$ cat src/design/chgopt_pkg.sv
/*
 * Constants shared by the charger option and voltage readback block:
 * command codes, field positions, reset values, limits and the
 * state encoding of the serial register port.
 * Assumes the block sits on the device's two-wire management bus.
 */
package chgopt_pkg;

   // ----------------------------------------------------------------
   // Command codes
   // ----------------------------------------------------------------
   localparam logic [7:0] CMD_VOLT_READBACK = 8'h26;
   localparam logic [7:0] CMD_OPTION_ONE = 8'h30;
   localparam logic [7:0] CMD_HOST_INPUT_LIMIT = 8'h3f;

   // ----------------------------------------------------------------
   // Option register layout and reset
   // ----------------------------------------------------------------
   localparam logic [15:0] OPT1_RESET = 16'h3300;
   localparam int BATMON_BIT = 15;
   localparam int HOTALERT_BIT = 14;
   localparam int PSCFG_HI = 13;
   localparam int PSCFG_LO = 12;
   localparam int INRES_BIT = 11;
   localparam int CHGRES_BIT = 10;
   localparam int GAIN_BIT = 9;
   localparam int FAST_BIT = 8;
   localparam logic [1:0] PSCFG_BUS_BAT = 2'h0;
   localparam logic [1:0] PSCFG_BUS = 2'h1;
   localparam logic [1:0] PSCFG_RSVD = 2'h2;
   localparam logic [1:0] PSCFG_OFF = 2'h3;

   // ----------------------------------------------------------------
   // Host input current limit: 7-bit code in bits 14:8
   // ----------------------------------------------------------------
   localparam logic [6:0] IIN_RESET = 7'h20;
   localparam logic [6:0] IIN_CAP_FAST = 7'h40; // 6.4 A at 100 mA per code
   localparam logic [6:0] IIN_CAP_WIDE = 7'h64; // 10 A at 100 mA per code
   localparam logic [6:0] IIN_CAP_NONE = 7'h7f;

   // ----------------------------------------------------------------
   // Voltage readback scale, in millivolts
   // ----------------------------------------------------------------
   localparam int VOLT_LSB_MV = 64;
   localparam int VOLT_OFFSET_MV = 2880;
   localparam int VOLT_FULL_MV = 19200;

   // ----------------------------------------------------------------
   // Serial port framing
   // ----------------------------------------------------------------
   localparam logic [3:0] BITS_PER_BYTE = 4'h8;
   localparam logic [2:0] IDX_ADDR = 3'h0;
   localparam logic [2:0] IDX_CMD = 3'h1;
   localparam logic [2:0] IDX_LO = 3'h2;
   localparam logic [2:0] IDX_HI = 3'h3;
   localparam logic [2:0] IDX_DONE = 3'h4;
   localparam logic [6:0] DEV_ADDR_DEFAULT = 7'h09;

   typedef enum logic [2:0] {S_IDLE, S_RECV, S_ACK, S_SEND, S_MACK, S_WAIT} chgopt_state_t;

endpackage

$ cat src/design/chgopt_regs.sv
/*
 * Charger option byte, host input current limit and system/battery
 * voltage readback, reached over a two-wire management bus slave
 * (write word and read word with repeated start).
 * Assumes the voltage codes and the low power mode level come from
 * logic on the same clock; the bus pins are asynchronous.
 */
// Functional notes
// - Readback word: system voltage code high byte, battery voltage code low byte.
// - Both readback codes scale 64 mV per code, 2.88 V to 19.2 V.
// - Option register resets to 3300h; config 11b, gain and fast set.
// - Bit 15 set turns battery current monitor buffer on; off by default.
// - Low power mode forces the battery current monitor buffer off.
// - Bit 14 enables low power hot alert; host avoids it with adapter.
// - Low power mode forces system power sensing and its buffer off.
// - Bit 11 picks input sense resistor: 0 is 10 mOhm, 1 is 5 mOhm.
// - Bit 10 picks charge sense resistor: 0 is 10 mOhm, 1 is 5 mOhm.
// - Bit 9 picks power output gain: 0 is 0.25, 1 is 1 uA/W.
// - Fast compensation with 5 mOhm input refuses host limit writes above 6.4 A.
// - Without fast compensation, 5 mOhm input accepts limits up to 10 A.
`timescale 1ns/1ps
module chgopt_regs
   import chgopt_pkg::*;
#(
   parameter logic [6:0] DEV_ADDR = DEV_ADDR_DEFAULT
)
(
   input wire logic clock,                      // 25 MHz
   input wire logic resetn,                     // Async reset, active low
   input wire logic sclIn,                      // Bus clock pin level
   input wire logic sdaIn,                      // Bus data pin level
   output logic sdaOut,                         // Data pin drive value
   output logic sdaOe,                          // Data pin pulled low when high
   input wire logic lowPowerMode,               // Low power mode level
   input wire logic [7:0] sysVoltCode,          // System voltage code
   input wire logic [7:0] batVoltCode,          // Battery voltage code
   output logic batCurMonBufEn,                 // Battery current monitor buffer on
   output logic lowPowerHotAlertEn,             // Low power hot alert enable
   output logic powerSenseEn,                   // System power sensing on
   output logic [1:0] powerSenseConfig,         // Power sense selection field
   output logic inputSenseRes5m,                // Input sense resistor is 5 mOhm
   output logic chargeSenseRes5m,               // Charge sense resistor is 5 mOhm
   output logic powerSenseGainHigh,             // Gain 1 uA/W when high
   output logic fastCompEn,                     // Fast compensation enable
   output logic [6:0] hostInputCurrentLimit     // Host input current limit code
);

   // ----------------------------------------------------------------
   // Pin synchronisers and bus events
   // ----------------------------------------------------------------
   logic sclMeta, sclSync, sclPrev, sdaMeta, sdaSync, sdaPrev;
   logic next_sclMeta, next_sclSync, next_sclPrev;
   logic next_sdaMeta, next_sdaSync, next_sdaPrev;
   logic sclRise, sclFall, startEv, stopEv;

   always_comb
   begin
      next_sclMeta = sclIn;
      next_sclSync = sclMeta;
      next_sclPrev = sclSync;
      next_sdaMeta = sdaIn;
      next_sdaSync = sdaMeta;
      next_sdaPrev = sdaSync;
   end

   always_ff @(posedge clock or negedge resetn)
   begin
      if (!resetn)
      begin
         sclMeta <= 1'b1;
         sclSync <= 1'b1;
         sclPrev <= 1'b1;
         sdaMeta <= 1'b1;
         sdaSync <= 1'b1;
         sdaPrev <= 1'b1;
      end
      else
      begin
         sclMeta <= next_sclMeta;
         sclSync <= next_sclSync;
         sclPrev <= next_sclPrev;
         sdaMeta <= next_sdaMeta;
         sdaSync <= next_sdaSync;
         sdaPrev <= next_sdaPrev;
      end
   end

   // Only the second stage and its delayed copy feed event detection
   assign sclRise = sclSync & ~sclPrev;
   assign sclFall = ~sclSync & sclPrev;
   assign startEv = sclSync & sclPrev & sdaPrev & ~sdaSync;
   assign stopEv = sclSync & sclPrev & ~sdaPrev & sdaSync;

   // ----------------------------------------------------------------
   // Register state and read mux
   // ----------------------------------------------------------------
   logic [15:0] option1, next_option1;
   logic [6:0] hostLimit, next_hostLimit;
   logic written, next_written;
   logic commit;
   logic [7:0] cmd, shift, dataLo;
   logic [15:0] readWord;
   logic [6:0] limitCap;

   always_comb
   begin
      case (cmd)
         CMD_VOLT_READBACK: readWord = {sysVoltCode, batVoltCode};
         CMD_OPTION_ONE: readWord = option1;
         CMD_HOST_INPUT_LIMIT: readWord = {1'b0, hostLimit, 8'h00};
         default: readWord = 16'h0000;
      endcase
   end

   // Cap depends on the live resistor and compensation settings
   always_comb
   begin
      if (!option1[INRES_BIT])
         limitCap = IIN_CAP_NONE;
      else if (option1[FAST_BIT])
         limitCap = IIN_CAP_FAST;
      else
         limitCap = IIN_CAP_WIDE;
   end

   always_comb
   begin
      next_option1 = option1;
      next_hostLimit = hostLimit;
      next_written = written;
      if (commit)
      begin
         case (cmd)
            CMD_OPTION_ONE:
            begin
               next_option1 = {shift, dataLo};
               next_written = 1'b1;
            end
            CMD_HOST_INPUT_LIMIT:
            begin
               // Over-limit requests leave the old limit in place
               if (shift[6:0] <= limitCap)
                  next_hostLimit = shift[6:0];
            end
            default: ; // Readback and unmapped writes are dropped
         endcase
      end
   end

   always_ff @(posedge clock or negedge resetn)
   begin
      if (!resetn)
      begin
         option1 <= OPT1_RESET;
         hostLimit <= IIN_RESET;
         written <= 1'b0;
      end
      else
      begin
         option1 <= next_option1;
         hostLimit <= next_hostLimit;
         written <= next_written;
      end
   end

   // ----------------------------------------------------------------
   // Outputs to the analog side
   // ----------------------------------------------------------------
   assign batCurMonBufEn = option1[BATMON_BIT] & ~lowPowerMode;
   assign lowPowerHotAlertEn = option1[HOTALERT_BIT];
   assign powerSenseConfig = option1[PSCFG_HI:PSCFG_LO];
   // Reserved code 10b is treated like off so the circuit never runs undefined
   assign powerSenseEn = ~lowPowerMode & ((powerSenseConfig == PSCFG_BUS_BAT)
                         | (powerSenseConfig == PSCFG_BUS));
   assign inputSenseRes5m = option1[INRES_BIT];
   assign chargeSenseRes5m = option1[CHGRES_BIT];
   assign powerSenseGainHigh = option1[GAIN_BIT];
   assign fastCompEn = option1[FAST_BIT];
   assign hostInputCurrentLimit = hostLimit;

   // ----------------------------------------------------------------
   // Bus slave state machine
   // ----------------------------------------------------------------
   chgopt_state_t state, next_state;
   logic [3:0] bitCnt, next_bitCnt;
   logic [2:0] byteIdx, next_byteIdx;
   logic [7:0] next_cmd, next_shift, next_dataLo, hiByte, next_hiByte;
   logic isRead, next_isRead, masterAck, next_masterAck, sentHi, next_sentHi;
   logic next_commit, next_sdaOe;

   always_comb
   begin
      next_state = state;
      next_bitCnt = bitCnt;
      next_byteIdx = byteIdx;
      next_cmd = cmd;
      next_shift = shift;
      next_dataLo = dataLo;
      next_hiByte = hiByte;
      next_isRead = isRead;
      next_masterAck = masterAck;
      next_sentHi = sentHi;
      next_commit = 1'b0;
      if (startEv)
      begin
         next_state = S_RECV;
         next_bitCnt = 4'h0;
         next_byteIdx = IDX_ADDR;
      end
      else if (stopEv)
         next_state = S_IDLE;
      else
      begin
         case (state)
            S_RECV:
            begin
               if (sclRise)
               begin
                  next_shift = {shift[6:0], sdaSync};
                  next_bitCnt = bitCnt + 4'h1;
               end
               else if (sclFall && bitCnt == BITS_PER_BYTE)
               begin
                  next_bitCnt = 4'h0;
                  next_state = S_ACK;
                  next_byteIdx = byteIdx + 3'h1;
                  case (byteIdx)
                     IDX_ADDR:
                     begin
                        if (shift[7:1] != DEV_ADDR)
                           next_state = S_WAIT;
                        next_isRead = shift[0];
                        // Whole word captured at once so the two bytes match
                        next_shift = readWord[7:0];
                        next_hiByte = readWord[15:8];
                        next_sentHi = 1'b0;
                     end
                     IDX_CMD: next_cmd = shift;
                     IDX_LO: next_dataLo = shift;
                     default: next_commit = 1'b1;
                  endcase
               end
            end
            S_ACK:
            begin
               if (sclFall)
               begin
                  if (isRead)
                     next_state = S_SEND;
                  else if (byteIdx == IDX_DONE)
                     next_state = S_WAIT;
                  else
                     next_state = S_RECV;
               end
            end
            S_SEND:
            begin
               if (sclFall)
               begin
                  next_shift = {shift[6:0], 1'b0};
                  next_bitCnt = bitCnt + 4'h1;
                  if (bitCnt == BITS_PER_BYTE - 4'h1)
                     next_state = S_MACK;
               end
            end
            S_MACK:
            begin
               if (sclRise)
                  next_masterAck = ~sdaSync;
               else if (sclFall)
               begin
                  next_bitCnt = 4'h0;
                  if (masterAck && !sentHi)
                  begin
                     next_shift = hiByte;
                     next_sentHi = 1'b1;
                     next_state = S_SEND;
                  end
                  else
                     next_state = S_WAIT;
               end
            end
            S_IDLE, S_WAIT: ;
            default: next_state = S_IDLE;
         endcase
      end
      next_sdaOe = (next_state == S_ACK) | ((next_state == S_SEND) & ~next_shift[7]);
   end

   always_ff @(posedge clock or negedge resetn)
   begin
      if (!resetn)
      begin
         state <= S_IDLE;
         bitCnt <= 4'h0;
         byteIdx <= IDX_ADDR;
         cmd <= 8'h00;
         shift <= 8'h00;
         dataLo <= 8'h00;
         hiByte <= 8'h00;
         isRead <= 1'b0;
         masterAck <= 1'b0;
         sentHi <= 1'b0;
         commit <= 1'b0;
         sdaOe <= 1'b0;
      end
      else
      begin
         state <= next_state;
         bitCnt <= next_bitCnt;
         byteIdx <= next_byteIdx;
         cmd <= next_cmd;
         shift <= next_shift;
         dataLo <= next_dataLo;
         hiByte <= next_hiByte;
         isRead <= next_isRead;
         masterAck <= next_masterAck;
         sentHi <= next_sentHi;
         commit <= next_commit;
         sdaOe <= next_sdaOe;
      end
   end

   // Open drain: the pin is only ever pulled low
   assign sdaOut = 1'b0;
endmodule

$ cat config.mk
export PLATFORM = sky130hd
export DESIGN_NAME = chgopt_regs
export DESIGN_NICKNAME = d
export VERILOG_FILES = /design/src/design/chgopt_pkg.sv /design/src/design/chgopt_regs.sv
export SDC_FILE = /design/constraint.sdc
export NUM_CORES = 1
export LEC_CHECK = 0
export BUFFER_PORTS_ARGS = -buffer_cell sky130_fd_sc_hd__buf_4
export CORE_UTILIZATION = 30
export DETAILED_ROUTE_END_ITERATION = 6
export GPL_TIMING_DRIVEN = 0
export MAX_ROUTING_LAYER = met4
export PLACE_DENSITY = 0.48
export SLEW_MARGIN = 20
export SYNTH_ARGS = -nofsm -noshare
export SYNTH_HDL_FRONTEND = slang
export SYNTH_SLANG_ARGS = --single-unit
$ cat constraint.sdc
create_clock -name clock -period 2.35 [get_ports clock]
set_input_delay 0.705 -clock clock [delete_from_list [all_inputs] [get_ports clock]]
set_output_delay 0.705 -clock clock [all_outputs]
set_load 0.005 [all_outputs]
# Yosys cells after proc, flatten, opt, wreduce, memory -nomap -nowiden
# Index checks and enable logic that the tools add are counted.
classes:
  add_sub_neg: 2
  order_cmp: 1
  n_eq_ne: 32
  n_mux: 54
  n_bitwise: 21
  n_reduce_logical: 23
ops:
  columns: ["operator", "count"]
  rows:
  - ["$mux 8", 9]
  - ["$mux 3", 19]
  - ["$pmux 16 s3", 1]
  - ["$mux 4", 7]
  - ["$eq 8x6->1 const B", 3]
  - ["$pmux 8 s3", 1]
  - ["$reduce_and 6->1", 4]
  - ["$reduce_and 9->1", 2]
  - ["$ne 2x2->1 const B", 8]
  - ["$eq 3x2->1 const B", 5]
  - ["$ne 3x3->1 const B", 5]
  - ["$pmux 3 s5", 1]
  - ["$mux 1", 12]
  - ["$mux 6", 2]
  - ["$pmux 4 s3", 1]
  - ["$and 1x1->1", 10]
  - ["$eq 3x3->1 const B", 3]
  - ["$not 1->1", 9]
  - ["$reduce_and 4->1", 2]
  - ["$le 7x7->1", 1]
  - ["$ne 7x4->1 const B", 1]
  - ["$eq 3x1->1 const B", 2]
  - ["$logic_not 3->1", 2]
  - ["$reduce_bool 2->1", 3]
  - ["18 further kinds", 20]
totals:
  regBits: 76
  output_inout_bits: 18
  wordCells: 154

# Logic depth before layout (Yosys ltp)
logic_depth:
  ltp_word: 11
  ltp_mapped: 8

# Worst setup path after synthesis
# OpenSTA, ideal clock, no wires.
synth_timing:
  path_kind: "reg-to-reg"
  startpoint: "register bitCnt[0]"
  endpoint: "register shift[4]"
  setup_ps: 87
  arrival_ps: 1973
  required_time_ps: 2263
  path_slack_ps: 290
  path_stages_with_launch: 9
  cell_sequence: "dfrtp_1 -> inv_1 -> ha_1 -> nand4b_1 -> nor4_4 -> nand2_2 -> or3b_4 -> buf_6 -> o211ai_1"
synth_via:
  elab_chain_cells: 4
synth_lines:
  columns: ["item", "line_no", "source"]
  rows:
  - ["start, declared", "chgopt_regs.sv:185", "logic [3:0] bitCnt, next_bitCnt;"]
  - ["start signal, assigned", "chgopt_regs.sv:310", "bitCnt <= next_bitCnt;"]
  - ["$eq 4x4->1", "chgopt_regs.sv:222", "else if (sclFall && bitCnt == BITS_PER_BYTE)"]
  - ["$logic_and 1x1->1", "chgopt_regs.sv:222", null]
  - ["$ne 3x3->1 (no line)", null, null]
  - ["$reduce_and 9->1 (no line)", null, null]
  - ["end signal, assigned", "chgopt_regs.sv:313", "shift <= next_shift;"]
  - ["end, declared", "chgopt_regs.sv:101", "logic [7:0] cmd, shift, dataLo;"]
# Every way passes these cells.
# A chain may end at the register's enable or synchronous reset.

# Worst setup path after layout
layout_timing:
  startpoint: "register bitCnt[0]"
  endpoint: "register sdaOe"
layout_via:
  elab_chain_cells: 10
layout_lines:
  columns: ["item", "line_no", "source"]
  rows:
  - ["$eq 4x4->1", "chgopt_regs.sv:222", null]
  - ["$logic_and 1x1->1", "chgopt_regs.sv:222", null]
  - ["$mux 3", "chgopt_regs.sv:222", null]
  - ["$mux 3", "chgopt_regs.sv:217", "if (sclRise)"]
  - ["$pmux 3 s5 *", "chgopt_regs.sv:214", "case (state)"]
  - ["$mux 3 *", "chgopt_regs.sv:210", "else if (stopEv)"]
  - ["$mux 3 *", "chgopt_regs.sv:204", "if (startEv)"]
  - ["net next_state[1]", "chgopt_regs.sv:184", "chgopt_state_t state, next_state;"]
  - ["$eq 3x2->1", "chgopt_regs.sv:287", "next_sdaOe = (next_state == S_ACK) | ((next_state == S_SEND) & ~next_shift[7]);"]
  - ["$and 1x1->1", "chgopt_regs.sv:287", null]
  - ["$or 1x1->1 *", "chgopt_regs.sv:287", null]
  - ["net next_sdaOe", "chgopt_regs.sv:189", "logic next_commit, next_sdaOe;"]
  - ["end signal, assigned", "chgopt_regs.sv:320", "sdaOe <= next_sdaOe;"]
  - ["end, declared", "chgopt_regs.sv:33", "output logic sdaOe,"]
# Mark *: on every way through the listed nets, which the timed path passes. The rest lies on a longest branch. The select of a mux whose other input is x is not followed.

==> results.py <==
metrics = {
    "sta": {
        "setup_viol": 0,
        "hold_ws_ns": 0.354,
        "hold_viol": 0,
        "fin_crit_ns": 2.21,
        "worstMarginPinSlew_ns": 0.979,
        "drv_slew": 0,
        "fmax_mhz": 452,
        "fin_skew_ns": 0.00952,
        "fin_ws_ns": 0.136,
        "relSlewSlack": 0.347,
        "tns_ns": 0,
        "min_period_over_period": 0.942,
    },
    "synth": {
        "ys_ff_latch": 76,
        "yosys.area.top_type_share": 0.410,
        "synth_area_mm2": 0.00397,
        "synthesis.nets": 398,
        "synth_compound_area_frac": 0.191,
        "synth_most_common_cell": "dfrtp_1",
        "synthArstFlopShare": 1.00,
        "synth_edf_count": 0,
        "syn_area_per_cell_um2": 10.9,
        "synthTopCellsByArea": "dfrtp_1, mux2_2, dfstp_2, ha_1, o21ai_0",
        "ys_warn_count": 0,
        "synth-simple-area-share": 0.156,
        "synth_top_area_cell": "dfrtp_1",
        "synthMuxAreaShare": 0.0927,
        "yosys.cell_types.count": 59,
        "seq_area_frac_synth": 0.483,
        "synth_xor_area_frac": 0.00441,
        "synth_commonest_cells": "dfrtp_1, mux2_2, nand2_1, o21ai_0, a22oi_1",
        "synth_top_family_by_area": "compound AO/OA/AOI/OAI gates",
        "ys.flop_type": "dfrtp_1",
        "synth_fa_ha_area_frac": 0.0378,
        "syn_inst": 365,
    },
    "cts": {
        "clk_latency_ns": 0.34,
        "htreeDepth": 3,
        "cts_tree": "built",
        "cts.path.max_buffers": 2,
        "cts_sinks": 76,
        "hold_buffers": 0,
        "numCtsBuffers": 9,
        "clkSlewWorstSetupHoldPaths_ns": 0.05,
        "cts-root-buf": "clkbuf_16",
    },
    "drt": {
        "routed_wl_um": 10600,
        "antenna_left": 0,
        "drc": 0,
        "vias": 3165,
        "post_drt_wl_per_cell_um": 17.8,
        "avgViaCountPerCell": 5.31,
        "first_pass_iters": 4,
        "drt_iter0_drc": 242,
    },
    "worst_setup_path": {
        "cp_slowest_cell": "dfrtp_1",
        "crit_arrival_ns": 2.45,
        "crit_chain": "inv_1 > ha_1 > nand4b_1 > nor4_4 > buf_4 > or2b_1 > a211oi_1 > a21boi_0",
        "crit_fanout": 5,
        "cp-end-kind": "flop",
        "slowest_delay_ns": 0.41,
        "critPathLaunchType": "flop",
        "path_class": "reg -> reg",
        "required_ns": 2.58,
    },
    "placed_design": {
        "port_buffers": 37,
        "hpwl_um": 7440,
        "placedInstanceArea_mm2": 0.00446,
        "routabilityCongestion": 0.801,
        "pre_cts_ws_ns": -0.175,
    },
    "global_routing": {
        "grt_max_degree": 77,
        "grt_pass1_wl_um": 17100,
        "antenna_found_initial": 0,
        "grt.total_usage": 0.173,
        "overflow": 0,
        "grt_pass1_vias": 3184,
    },
    "die": {
        "die_area_mm2": 0.0137,
        "ios": 39,
        "core-area_mm2": 0.0128,
        "rows": 41,
        "initial_core_util": 0.311,
        "die_x_um": 117,
        "fp.dieH_um": 117,
    },
    "final_layout": {
        "final_nets": 452,
        "drive_gt1_frac": 0.292,
        "area_delta_synth_final_pct": 22.0,
        "nFillCells": 1282,
        "antenna_cells": 0,
        "fin_area_mm2": 0.00484,
    },
    "power_and_ir_drop": {
        "power.density_mw_per_mm2": 720,
        "p_leak_nw": 2.13,
        "peakVddDrop_uv": 359,
        "power.total_mw": 3.49,
    },
    "worst_hold_path": {
        "min_path_type": "reg -> reg",
    },
    "flow_run": {
        "maxCapViolCount": 0,
    },
    "status": {
        "status": "complete, no violations",
    },
}
[layout make-up]
| type | instances | area [µm²] | share of cell area |
|---|---|---|---|
| multi-input cells | 260 | 1930 | 0.398 |
| flip-flops and latches | 76 | 1920 | 0.396 |
| repair buffers | 43 | 323 | 0.0667 |
| clock buffers | 12 | 246 | 0.0509 |
| well taps | 172 | 215 | 0.0444 |
| plain buffers | 19 | 101 | 0.0209 |
| clock inverters | 4 | 73.8 | 0.0152 |
| inverters | 10 | 37.5 | 0.00775 |
[worst paths after layout]
kind	start	end	slack, ns	depth (start not counted)
max reg2reg	bitCnt[0]$_DFFE_PN0P_	sdaOe$_DFF_PN0_	0.14	8
min in group asynchronous	resetn	bitCnt[3]$_DFFE_PN0P_	0.53	1
max in group asynchronous	resetn	state[2]$_DFF_PN0_	1.19	1
max	bitCnt[0]$_DFFE_PN0P_	sdaOe$_DFF_PN0_	0.14	8
min	next_sclSync$_DFF_PN1_	next_sclPrev$_DFF_PN1_	0.35	0
min reg2reg	next_sclSync$_DFF_PN1_	next_sclPrev$_DFF_PN1_	0.35	0
[routing by layer]
| metal | wire length (µm) | part of all wire | vias to the layer above | GRT usage |
|---|---|---|---|---|
| met5 | 0 | 0 | - | - |
| met4 | 132 | 0.012 | 0 | 0.0599 |
| met3 | 436 | 0.041 | 8 | 0.0288 |
| met2 | 4950 | 0.47 | 64 | 0.259 |
| met1 | 5060 | 0.48 | 1604 | 0.237 |
| li1 | - | - | 1489 | - |
[cell usage in the layout (no fill, tap or decap), types with 3 or more instances in the layout]
master,n
dfrtp_1,65
buf_4,47
mux2_2,30
o21ai_0,29
nand2_1,27
a22oi_1,15
o211ai_1,14
a21oi_1,14
ha_1,12
nor2_1,11
dfstp_2,11
inv_1,10
clkbuf_1,10
clkbuf_16,9
nor2b_1,8
and3_1,7
a222oi_1,7
o21a_1,6
o2111ai_1,6
nand2b_1,5
buf_2,4
nand4_1,4
nor3_1,4
nand2_2,4
a31oi_1,3
nand4b_1,3
or3_1,3
nor3_2,3
nor3b_1,3
a32oi_1,3
nand3b_1,3
mux2i_1,3
[repair_timing]
action | CTS | global route
setup endpoints to repair | 30 | 38
buffers inserted | 2 | 4
pin swaps | 1 | 2
gates resized for setup | 0 | 8
[where the power goes]
part | total, mW | internal, mW | switching, mW
Combinational | 0.403 | 0.167 | 0.236
Clock | 1.50 | 0.962 | 0.543
Sequential | 1.58 | 1.41 | 0.168
[flip-flops by register name, indices dropped and copies added, names as in the netlist, 3 cells and up]
name                   flops
bitCnt                     4
byteIdx                    3
cmd                        8
dataLo                     8
hiByte                     8
hostInputCurrentLimit      7
option1                   16
shift                      8
state                      3
[critical path: cells and delay by family (launching register included)]
kind            cells  cell delay, ns
buf+inv             2            0.25
simple gates        3            0.75
compound gates      2            0.55
flops               1            0.41
fa+ha+maj           1            0.14
[cell families after synthesis]
| kind of cell | Yosys count |
|---|---|
| buffers and inverters | 29 |
| AND/OR/NAND/NOR | 102 |
| XOR/XNOR | 2 |
| other | 1 |
| adder cells (fa/ha/maj) | 12 |
| multiplexers | 33 |
| AO/OA/AOI/OAI | 110 |
| flip-flops | 76 |
[per-stage QoR]
| step | util | std cells |
|---|---|---|
| after floorplan | - | 365 |
| final | 0.379 | 596 |
| after detailed placement | 0.349 | 574 |
| after global placement | 0.349 | 574 |
| after CTS | 0.376 | 592 |
| after global routing | 0.379 | 596 |
(Power assumes the default switching activity.)
